`src/hw/pllck_pkg.sv`:
```
/*
 package for the pll clock generator: register map, field positions, reset values and divider counts.
 assumes an axi4-lite master on the same 20 MHz clock.
*/
package pllck_pkg;

   // register byte offsets
   localparam logic [7:0] PLLCK_CTRL_OFS   = 8'h00;
   localparam logic [7:0] PLLCK_STATUS_OFS = 8'h04;

   // control field positions
   localparam int PLLCK_HALF_BIT   = 0;
   localparam int PLLCK_THIRD_BIT  = 1;
   localparam int PLLCK_DOUBLE_BIT = 2;
   localparam int PLLCK_ECKDIS_BIT = 3;
   localparam int PLLCK_CPUDIV_LSB = 4;

   // reset values and cpu divider limit
   localparam logic [1:0] PLLCK_MCK_SEL_RST = 2'h0;
   localparam logic [2:0] PLLCK_CPUDIV_RST  = 3'h0;
   localparam logic [2:0] PLLCK_CPUDIV_MAX  = 3'h6;

   // pll: crystal times this factor gives the raw pll output
   localparam int PLLCK_PLL_MULT = 2400;
   // final divisions of the scaled master clock, in master clock cycles
   localparam int PLLCK_SLOW_CLOCK_32K_DIV_HALF  = PLLCK_PLL_MULT / 2;
   localparam int PLLCK_SLOW_CLOCK_32K_DIV_THIRD = PLLCK_PLL_MULT / 3;
   localparam int PLLCK_SLOW_CLOCK_32K_DIV_QUART = PLLCK_PLL_MULT / 4;
   // brownout master clock is the crystal times 32 * 7/8 (112 kHz class)
   localparam int PLLCK_BROWN_MCK_MULT = 28;

   typedef enum logic [1:0]
   {
      PLLCK_DIV2 = 2'h2,
      PLLCK_DIV3 = 2'h1,
      PLLCK_DIV4 = 2'h0
   } pllck_mck_sel_type;

   typedef struct packed
   {
      logic master_clock;
      logic engine;
      logic converter;
      logic filter;
      logic cpu;
      logic emulator;
      logic slow32k;
   } pllck_enables_type;

endpackage : pllck_pkg

```
`src/hw/pllck_top.sv`:
```
/*
 pll clock generator modelled as one-cycle enable pulses on the 20 MHz system clock.
 one enable stands for one rising edge of each derived clock, scaled by the aclk rate.
 selects, sleep, brownout and the cpu, emulator and engine settings change only at a frame boundary.
 assumes sleep and brownout levels from another clock domain, software on axi4-lite.
*/
`timescale 1ns/10ps
`default_nettype none

// Contract
// - master clock comes from crystal multiplied by 2400 in the pll
// - master clock divider is 2, 3 or 4 from the two select bits
// - power-on reset clears both select bits, divide-by-four
// - divide-by-two: engine clock 10 MHz with double bit, 5 MHz without
// - divide-by-two: converter and filter clocks stay at 5 MHz
// - divide-by-three: engine, converter, filter and cpu max clocks 6.6 MHz
// - cpu clock is scaled master clock over two to the divider plus two
// - emulator clock runs at twice the cpu clock, suppressed when disabled
// - sleep forces both divider select inputs low
// - brownout: pll and engine clock off, master 112 kHz, others 28 kHz; code keeps cpu divider and emulator, slow32k is master over 28
// - derived clocks share rising edges, all from one master count
// - 32 kHz clock derived from scaled master clock in every setting
// - cpu counter/timers run from the cpu clock
module pllck_top
   import pllck_pkg::*;
(
   // system
   input  wire logic        aclk,
   input  wire logic        aresetn,
   // power modes, asynchronous
   input  wire logic        sleep_mode,
   input  wire logic        brownout_mode,
   // axi4-lite write
   input  wire logic [7:0]  s_axi_awaddr,
   input  wire logic        s_axi_awvalid,
   output logic             s_axi_awready,
   input  wire logic [31:0] s_axi_wdata,
   input  wire logic [3:0]  s_axi_wstrb,
   input  wire logic        s_axi_wvalid,
   output logic             s_axi_wready,
   output logic [1:0]       s_axi_bresp,
   output logic             s_axi_bvalid,
   input  wire logic        s_axi_bready,
   // axi4-lite read
   input  wire logic [7:0]  s_axi_araddr,
   input  wire logic        s_axi_arvalid,
   output logic             s_axi_arready,
   output logic [31:0]      s_axi_rdata,
   output logic [1:0]       s_axi_rresp,
   output logic             s_axi_rvalid,
   input  wire logic        s_axi_rready,
   // clock enables, one cycle each
   output pllck_enables_type clk_en,
   output logic              timer_tick
);

   logic [1:0]  mck_sel_r;
   logic        engine_clock_double_r;
   logic        emulator_clock_disable_r;
   logic [2:0]  cpu_clock_divider_r;
   logic [1:0]  sleep_sync_r;
   logic [1:0]  brown_sync_r;
   logic [1:0]  active_sel_r;
   logic        active_brown_r;
   logic [11:0] mck_cnt_r;
   logic [11:0] mck_cnt_nxt;
   logic [11:0] mck_period;
   logic        mck_tick;
   logic [8:0]  cpu_cnt_r;
   logic [8:0]  cpu_mask;
   logic [2:0]  cpu_div_act_r;
   logic        emu_dis_act_r;
   logic        double_act_r;
   logic [3:0]  conv_div;
   logic [3:0]  eng_div;
   logic [3:0]  sub_cnt_r;
   logic        frame_end;
   logic        aw_hold_r;
   logic        w_hold_r;
   logic [7:0]  aw_addr_r;
   logic [31:0] w_data_r;
   logic [3:0]  w_strb_r;
   pllck_enables_type en_nxt;

   // input synchronisers
   always_ff @(posedge aclk)
   begin
      if (!aresetn)
      begin
         sleep_sync_r <= 2'h0;
         brown_sync_r <= 2'h0;
      end
      else
      begin
         sleep_sync_r <= {sleep_sync_r[0], sleep_mode};
         brown_sync_r <= {brown_sync_r[0], brownout_mode};
      end
   end

   // axi write channel, address and data taken in either order
   assign s_axi_awready = !aw_hold_r && !s_axi_bvalid;
   assign s_axi_wready  = !w_hold_r && !s_axi_bvalid;

   always_ff @(posedge aclk)
   begin
      if (!aresetn)
      begin
         aw_hold_r <= 1'b0;
         w_hold_r  <= 1'b0;
         aw_addr_r <= 8'h00;
         w_data_r  <= 32'h0000_0000;
         w_strb_r  <= 4'h0;
      end
      else if (aw_hold_r && w_hold_r)
      begin
         aw_hold_r <= 1'b0;
         w_hold_r  <= 1'b0;
      end
      else
      begin
         if (s_axi_awvalid && s_axi_awready)
         begin
            aw_hold_r <= 1'b1;
            aw_addr_r <= s_axi_awaddr;
         end
         if (s_axi_wvalid && s_axi_wready)
         begin
            w_hold_r <= 1'b1;
            w_data_r <= s_axi_wdata;
            w_strb_r <= s_axi_wstrb;
         end
      end
   end

   always_ff @(posedge aclk)
   begin
      if (!aresetn)
      begin
         s_axi_bvalid <= 1'b0;
         s_axi_bresp  <= 2'h0;
      end
      else if (aw_hold_r && w_hold_r)
      begin
         s_axi_bvalid <= 1'b1;
         if (aw_addr_r[7:2] == PLLCK_CTRL_OFS[7:2] || aw_addr_r[7:2] == PLLCK_STATUS_OFS[7:2])
            s_axi_bresp <= 2'h0;
         else
            s_axi_bresp <= 2'h2;
      end
      else if (s_axi_bready)
      begin
         s_axi_bvalid <= 1'b0;
      end
   end

   // control register; values outside 0..6 clamp the cpu divider
   always_ff @(posedge aclk)
   begin
      if (!aresetn)
      begin
         mck_sel_r                <= PLLCK_MCK_SEL_RST;
         engine_clock_double_r    <= 1'b0;
         emulator_clock_disable_r <= 1'b1;
         cpu_clock_divider_r      <= PLLCK_CPUDIV_RST;
      end
      else if (aw_hold_r && w_hold_r && aw_addr_r[7:2] == PLLCK_CTRL_OFS[7:2] && w_strb_r[0])
      begin
         mck_sel_r                <= {w_data_r[PLLCK_HALF_BIT], w_data_r[PLLCK_THIRD_BIT]};
         engine_clock_double_r    <= w_data_r[PLLCK_DOUBLE_BIT];
         emulator_clock_disable_r <= w_data_r[PLLCK_ECKDIS_BIT];
         if (w_data_r[PLLCK_CPUDIV_LSB +: 3] > PLLCK_CPUDIV_MAX)
            cpu_clock_divider_r <= PLLCK_CPUDIV_MAX;
         else
            cpu_clock_divider_r <= w_data_r[PLLCK_CPUDIV_LSB +: 3];
      end
   end

   // axi read channel
   assign s_axi_arready = !s_axi_rvalid;

   always_ff @(posedge aclk)
   begin
      if (!aresetn)
      begin
         s_axi_rvalid <= 1'b0;
         s_axi_rdata  <= 32'h0000_0000;
         s_axi_rresp  <= 2'h0;
      end
      else if (s_axi_arvalid && s_axi_arready)
      begin
         s_axi_rvalid <= 1'b1;
         s_axi_rresp  <= 2'h0;
         if (s_axi_araddr[7:2] == PLLCK_CTRL_OFS[7:2])
            s_axi_rdata <= {25'h0, cpu_clock_divider_r, emulator_clock_disable_r,
                            engine_clock_double_r, mck_sel_r[0], mck_sel_r[1]};
         else if (s_axi_araddr[7:2] == PLLCK_STATUS_OFS[7:2])
            s_axi_rdata <= {27'h0, brown_sync_r[1], sleep_sync_r[1], active_brown_r, active_sel_r};
         else
         begin
            s_axi_rdata <= 32'h0000_0000;
            s_axi_rresp <= 2'h2;
         end
      end
      else if (s_axi_rready)
      begin
         s_axi_rvalid <= 1'b0;
      end
   end

   // settings take effect only at a 32 kHz boundary so no derived pulse is cut short
   always_ff @(posedge aclk)
   begin
      if (!aresetn)
      begin
         active_sel_r   <= PLLCK_MCK_SEL_RST;
         active_brown_r <= 1'b0;
      end
      else if (frame_end)
      begin
         active_sel_r   <= sleep_sync_r[1] ? 2'h0 : mck_sel_r;
         active_brown_r <= brown_sync_r[1];
      end
   end

   // cpu rate and emulator settings wait for the same boundary; applied mid-frame they
   // could cut a running cpu or emulator period short
   always_ff @(posedge aclk)
   begin
      if (!aresetn)
         cpu_div_act_r <= PLLCK_CPUDIV_RST;
      else if (frame_end)
         cpu_div_act_r <= cpu_clock_divider_r;
   end

   always_ff @(posedge aclk)
   begin
      if (!aresetn)
         emu_dis_act_r <= 1'b1;
      else if (frame_end)
         emu_dis_act_r <= emulator_clock_disable_r;
   end

   // the double bit only matters in divide-by-two, but follows the boundary as well
   always_ff @(posedge aclk)
   begin
      if (!aresetn)
         double_act_r <= 1'b0;
      else if (frame_end)
         double_act_r <= engine_clock_double_r;
   end

   // master clock pacing, 20 MHz base
   // one 32 kHz period holds mck_period master ticks
   always_comb
   begin
      case (active_sel_r)
         PLLCK_DIV2: mck_period = 12'(PLLCK_SLOW_CLOCK_32K_DIV_HALF);
         PLLCK_DIV3: mck_period = 12'(PLLCK_SLOW_CLOCK_32K_DIV_THIRD);
         default:    mck_period = 12'(PLLCK_SLOW_CLOCK_32K_DIV_QUART);
      endcase
      if (active_brown_r)
         mck_period = 12'(PLLCK_BROWN_MCK_MULT);
   end

   // each aclk cycle stands for one master tick: aclk cannot reach 40 MHz, so the pll
   // factor shows only in the master ticks counted per 32 kHz period
   assign mck_tick    = 1'b1;
   assign mck_cnt_nxt = (mck_cnt_r >= mck_period - 12'h001) ? 12'h000 : mck_cnt_r + 12'h001;
   assign frame_end   = mck_tick && (mck_cnt_r >= mck_period - 12'h001);

   always_ff @(posedge aclk)
   begin
      if (!aresetn)
         mck_cnt_r <= 12'h000;
      else if (mck_tick)
         mck_cnt_r <= mck_cnt_nxt;
   end

   // ratios against the master count; all counts restart on frame_end, aligning edges
   always_comb
   begin
      case (active_sel_r)
         PLLCK_DIV2: conv_div = 4'h8;
         PLLCK_DIV3: conv_div = 4'h4;
         default:    conv_div = 4'h4;
      endcase
      if (active_brown_r)
         conv_div = 4'h4;
      eng_div = conv_div;
      if (active_sel_r == PLLCK_DIV2 && double_act_r)
         eng_div = 4'h4;
   end

   always_ff @(posedge aclk)
   begin
      if (!aresetn || frame_end)
      begin
         sub_cnt_r <= 4'h0;
         cpu_cnt_r <= 9'h000;
      end
      else
      begin
         sub_cnt_r <= (sub_cnt_r == conv_div - 4'h1) ? 4'h0 : sub_cnt_r + 4'h1;
         cpu_cnt_r <= cpu_cnt_r + 9'h001;
      end
   end

   // cpu clock: master over 2^(div+2); emulator at twice that
   assign cpu_mask = 9'((9'h004 << cpu_div_act_r) - 9'h001);

   always_comb
   begin
      en_nxt           = '0;
      en_nxt.master_clock       = mck_tick;
      en_nxt.converter = (sub_cnt_r == 4'h0);
      en_nxt.filter    = (sub_cnt_r == 4'h0);
      en_nxt.engine    = !active_brown_r && (eng_div == 4'h4 ? sub_cnt_r[1:0] == 2'h0
                                                             : sub_cnt_r == 4'h0);
      en_nxt.cpu       = ((cpu_cnt_r & cpu_mask) == 9'h000);
      en_nxt.emulator  = !emu_dis_act_r
                         && ((cpu_cnt_r & (cpu_mask >> 1)) == 9'h000);
      en_nxt.slow32k   = (mck_cnt_r == 12'h000);
   end

   always_ff @(posedge aclk)
   begin
      if (!aresetn)
      begin
         clk_en     <= '0;
         timer_tick <= 1'b0;
      end
      else
      begin
         clk_en     <= en_nxt;
         timer_tick <= en_nxt.cpu;
      end
   end

endmodule : pllck_top
`default_nettype wire

```
`config.mk`:
```
export PLATFORM = sky130hd
export DESIGN_NAME = pllck_top
export DESIGN_NICKNAME = d
export VERILOG_FILES = /design/src/hw/pllck_pkg.sv /design/src/hw/pllck_top.sv
export SDC_FILE = /design/constraint.sdc
export NUM_CORES = 1
export LEC_CHECK = 0
export BUFFER_PORTS_ARGS = -buffer_cell sky130_fd_sc_hd__buf_2
export CORE_MARGIN = 8
export CORE_UTILIZATION = 53
export CTS_BUF_LIST = sky130_fd_sc_hd__clkbuf_4 sky130_fd_sc_hd__clkbuf_8
export CTS_CLUSTER_DIAMETER = 200
export DETAILED_ROUTE_END_ITERATION = 16
export PLACE_DENSITY = 0.88
export SETUP_SLACK_MARGIN = 0.15
export SYNTH_ARGS = -nofsm -noshare
export SYNTH_HDL_FRONTEND = slang
export SYNTH_SLANG_ARGS = --single-unit
```
`constraint.sdc`:
```
create_clock -name aclk -period 3.1 [get_ports aclk]
set_input_delay 0.31 -clock aclk [delete_from_list [all_inputs] [get_ports aclk]]
set_output_delay 0.31 -clock aclk [all_outputs]
set_load 0.005 [all_outputs]
```
==> results of run 1 <==
through the flow:
step                      area [um^2]  hold slack (ps)  util, %  setup WS (ps)
after detailed placement         3777            428.9    56.54          563.5
after CTS                        4003            157.0    59.91          491.9
after global placement           3777            417.2    56.54          655.3
after global routing             4003            166.8    59.91          296.6
after floorplan                  3691            337.7        -          711.5
final                            4003            166.7    59.91          481.4
power by group through the flow:
| stage | Clock [mW] | Combinational (mW) | Sequential, mW |
|---|---|---|---|
| floorplan | 0 | 0.140 | 1.08 |
| global placement | 0 | 0.158 | 1.08 |
| detailed placement | 0 | 0.164 | 1.08 |
| CTS | 0.862 | 0.165 | 1.06 |
| global route | 0.907 | 0.188 | 1.07 |
| finish | 0.850 | 0.165 | 1.06 |
logic make-up (layout without fill, tap and decap cells):
family / after synthesis / count (layout) / share of synthesized area (%)
and+or+nand+nor: 155 / 155 / 20.23
DFF: 77 / 77 / 42.90
buffers and inverters: 62 / 85 / 9.540
AOI/OAI and AO/OA: 49 / 49 / 9.087
muxes: 23 / 23 / 6.546
xor gates and xnor gates: 20 / 20 / 4.874
adders and majority gates: 19 / 19 / 6.616
other: 2 / 28 / 0.2090
synth_stat cells, drive strengths merged, types with 2 or more instances:
cell type  count  area [um^2]
mux2i         19        190.2
nand3b         2        15.01
nand4          3        18.77
a21oi         26        130.1
nor4           4        40.04
o22a           2        17.52
dfxtp         77         1541
conb           2        7.510
o21a           2        15.01
xor2           4        35.03
and3           3        18.77
xnor2         16        140.1
and2           6        37.54
or4            2        18.77
o2111ai        2        17.52
clkbuf        12        45.04
nor2b          2        12.51
nor3b          3        22.52
a21o           2        15.01
a211oi         2        15.01
nor3          13        70.07
a32oi          2        17.52
mux2           4        45.04
buf           33        234.0
nand3          9        45.04
nand2         54        202.7
nand2b         6        37.54
a2111o         3        33.78
inv           16        60.06
o211ai         2        15.01
nor2          46        172.7
ha            19        237.7
path summary, 6_finish.rpt:
path	slack, ps	end	startpoint
setup / recovery	480	cpu_cnt_r[1]	active_sel_r[1]
hold / removal	170	brown_sync_r[0]	brownout_mode
setup reg to reg	480	cpu_cnt_r[1]	active_sel_r[1]
hold reg to reg	450	brown_sync_r[1]	brown_sync_r[0]
area by class of cell:
cell class	count	share of cell area, %
clock buffers	10	3.282
clock inverters	6	2.344
inverters	17	1.594
multi-input cells	294	45.14
flip-flops and latches	77	38.51
well taps	80	2.501
repair buffers	52	6.627
registers in the layout (all words and copies together) (netlist names), 2 cells and up:
| signal | count |
|---|---|
| aw_addr_r | 6 |
| cpu_cnt_r | 9 |
| mck_sel_r | 2 |
| brown_sync_r | 2 |
| s_axi_rdata | 7 |
| clk_en | 5 |
| mck_cnt_r | 12 |
| active_sel_r | 2 |
| sub_cnt_r | 4 |
| cpu_clock_divider_r | 3 |
| w_data_r | 7 |
| sleep_sync_r | 2 |
| cpu_div_act_r | 3 |
per-layer routing:
layer | GRT usage, % | up-vias
met5 | 0 | -
met4 | 6.730 | 0
met3 | 4.339 | 22
met2 | 27.21 | 76
met1 | 16.27 | 1271
li1 | - | 1402
==> impl_metrics.tcl, run 1 <==
set metrics [dict create \
    cts_root_buf "clkbuf_8" \
    path_class "register to register" \
    die_h_um 98.34 \
    final_cell_mix "dfxtp_1 (77), nand2_1 (54), buf_2 (50)" \
    cts_tree "yes" \
    fin_cells 536 \
    dp.final_hpwl_um 5324 \
    p_total_mw 2.075 \
    grt_pass1_vias 2826 \
    intPower_mw 1.572 \
    viasPerCell 5.170 \
    netlist_instances 407 \
    grt_max_degree 35 \
    layout_commonest_cell "dfxtp_1" \
    p_seq_share_pct 51.1 \
    synth_edf_count 0 \
    crit_cells 8 \
    slowest_delay_ps 470 \
    synth.distinct_cells 46 \
    routed-wl-met3_um 374 \
    globalplace.congestion 0.8182 \
    fillCellCount 569 \
    num_antenna_cells 0 \
    grt_use_total_pct 15.24 \
    drc 0 \
    wl_met2_um 3585 \
    drt_wl_total_um 7242 \
    multi_input_area_um2 1807 \
    clkTransAtPathRegs_ps 80 \
    vias 2771 \
    switchingPower_uw 503.3 \
    cp_num_buf_inv 1 \
    tns_ps 0 \
    p_per_area_nw_per_um2 518.5 \
    clkPwrFrac_pct 40.9 \
    synth_top_flop_cell "dfxtp_1" \
    fin_skew_ps 9.163 \
    cp.required_ps 3340 \
    num_rows 30 \
    ff_latch_area_um2 1541 \
    rsz0062_at_grt "no" \
    wl_met1_um 3102 \
    clk_latency_ps 350 \
    synth-seq-area-share_pct 42.90 \
    syn_to_final_growth_pct 11.39 \
    die_area_um2 9671 \
    cts_setup_buffers 0 \
    cts_made_buffers 9 \
    nets 531 \
    drive_gt1_share_pct 16.67 \
    ys_warn_count 0 \
    min_path_type "input port to register" \
    grt_pass1_wl_um 12400 \
    ys_async_sr_fraction_pct 0 \
    top_layer "met4" \
    post_cts_resized 0 \
    crit_path_top_delay_cell "a2111o_1" \
    clockBufferDepth 2 \
    path_common_cell "ha_1" \
    relSlewSlack_pct 56.93 \
    ys_ff_latch 77 \
    setup_viol 0 \
    end_kind "register" \
    holdPathStages 2 \
    p_leak_nw 1.752 \
    start_util_pct 53.78 \
    min_period_ps 2619 \
    syn_area_um2 3593 \
    drtAntennaViolNets 0 \
    cts_sinks 77 \
    status "completed" \
    drt_pre_antenna_iters 4 \
    die_w_um 98.34 \
    crit_chain "ha_1, nor2b_1, inv_1, ha_1, nand4_1, a2111o_1, o211a_1, and3_1" \
    max_freq_mhz 381.9 \
    startpoint_type "register" \
    cp_top_family "compound AO/OA/AOI/OAI gates" \
    detail_route.wl_per_cell_um 13.51 \
    hold_buffers 0 \
    maxSlewViolCount 0 \
    syn_avg_cell_area_um2 8.829 \
    dpl.cell_count 520 \
    worst_pin_slew_ps 641.2 \
    core_area_um2 6681 \
    hold_violations 0 \
    port_buffers 50 \
    cts_max_level 3 \
    grt_antenna_before_repair 0 \
    crit_path_max_fanout 10 \
    switching_share_pct 24.25 \
    gr-total-overflow 0 \
    rr_worst_depth 8 \
    ir_drop_v 0.0003508 \
    pwr-share-comb_pct 7.9 \
    ioPinCount 110 \
    crit_arrival_ps 2860 \
    drtIter0Drc 158 \
    drv_cap 0 \
    post-route-period-util_pct 84.47 \
]
No activity file was read; power rests on OpenSTA's default activity.
==> inputs of run 2 (changes only) <==
- clock period: 3.1 -> 2.6 ns (I/O delays scaled with it)
==> impl_metrics.tcl, run 2 (same netlist as run 1, synthesis figures left out) <==
set metrics [dict create \
    status "completed" \
    gr-total-overflow 0 \
    num_rows 30 \
    die_area_um2 9671 \
    clockBufferDepth 2 \
    post-route-period-util_pct 91.62 \
    hold_buffers 0 \
    hold_violations 0 \
    cts_tree "yes" \
    drv_cap 0 \
    worst_pin_slew_ps 621.5 \
    clkTransAtPathRegs_ps 70 \
    die_w_um 98.34 \
    drt_pre_antenna_iters 5 \
    dp.final_hpwl_um 5303 \
    pre_cts_ws_ps 77.72 \
    p_per_area_nw_per_um2 600.2 \
    grt_max_degree 32 \
    globalplace.congestion 0.8721 \
    crit_arrival_ps 2600 \
    final_cell_mix "dfxtp_1 (75), nand2_1 (54), buf_2 (50)" \
    drtIter0Drc 132 \
    setup_viol 0 \
    nets 537 \
    ir_drop_v 0.0003570 \
    detail_route.wl_per_cell_um 13.60 \
    cts_made_buffers 9 \
    ff_latch_area_um2 1544 \
    fin_skew_ps 9.589 \
    grt_pass1_vias 2870 \
    cts_sinks 77 \
    critPathLaunch "active_sel_r[0]" \
    fin_hold_ws_ps 115.9 \
    drtAntennaViolNets 0 \
    fin_cells 541 \
    ff2ff_setup_slack_ps 220 \
    core_area_um2 6681 \
    end_kind "register" \
    cp.required_ps 2820 \
    fillCellCount 535 \
    num_antenna_cells 0 \
    startpoint_type "register" \
    syn_to_final_growth_pct 13.89 \
    multi_input_area_um2 1848 \
    p_leak_nw 1.787 \
    dpl.cell_count 522 \
    die_h_um 98.34 \
    postPlaceCellArea_um2 3792 \
    max_freq_mhz 419.8 \
    min_path_type "input port to register" \
    path_class "register to register" \
    reg2reg_from "active_sel_r[0]" \
    stdcell_area_um2 4093 \
    layout_commonest_cell "dfxtp_1" \
    tns_ps 0 \
    post-route-worst-setup-slack_ps 217.8 \
    top_regs "mck_cnt_r (12), cpu_cnt_r (9)" \
    grt_pass1_wl_um 12580 \
    clk_latency_ps 350 \
    relSlewSlack_pct 58.26 \
    min_period_ps 2382 \
    largest_reg_flops 12 \
    ioPinCount 110 \
    holdCritStartpoint "sleep_mode" \
    drt_wl_total_um 7356 \
    fin_util_pct 61.25 \
    drc 0 \
    crit_path_max_fanout 4 \
    drive_gt1_share_pct 19.31 \
    maxSlewViolCount 0 \
    port_buffers 50 \
    grt_use_total_pct 15.54 \
    rsz0062_at_grt "no" \
    start_util_pct 53.78 \
    cts_root_buf "clkbuf_8" \
    grt_antenna_before_repair 0 \
    top_register "mck_cnt_r" \
    cts_max_level 3 \
    vias 2820 \
    viasPerCell 5.213 \
    p_total_mw 2.456 \
]
==> run 2: final cells by class <==
type,count,area share (%)
Clock buffer,10,3.363
Clock inverter,5,2.079
Inverter,17,1.559
Multi-Input combinational cell,294,45.15
Sequential cell,77,37.73
Tap cell,80,2.446
Timing Repair Buffer,58,7.673
==> run 2: layer usage <==
layer | GRT usage (%) | part of all wire, % | vias to the layer above | wire, um
li1 | - | - | 1408 | -
met1 | 16.62 | 42 | 1298 | 3078
met2 | 27.37 | 49 | 98 | 3627
met3 | 4.196 | 6.4 | 16 | 472
met4 | 8.028 | 2.4 | 0 | 178
met5 | 0 | 0 | - | 0
==> run 2: timing repair <==
| item | CTS | global route |
|---|---|---|
| setup endpoints to repair | 29 | 33 |
| resized for setup | 5 | 10 |
| cloned | 2 | 0 |
| pin swaps | 0 | 2 |
| setup buffers | 0 | 2 |
==> run 2: worst paths after layout <==
check | to | depth (start not counted)
hold / removal | sleep_sync_r[0] | 2
setup reg to reg | sub_cnt_r[2] | 9
setup / recovery | sub_cnt_r[2] | 9
hold reg to reg | sleep_sync_r[1] | 1
==> run 2: power by group <==
part,total [mW],internal (mW),switching (mW)
registers,1.27,1.23,0.0390
logic,0.206,0.0930,0.113
clock network,0.985,0.564,0.421
==> run 2: critical path, cell delays in order (launching register included) <==
cell,delay [ps]
dfxtp_2,360
inv_1,60
ha_1,190
or2_2,270
ha_1,300
nand4_1,200
a2111o_1,450
o2111ai_4,190
buf_4,190
nor3_1,50
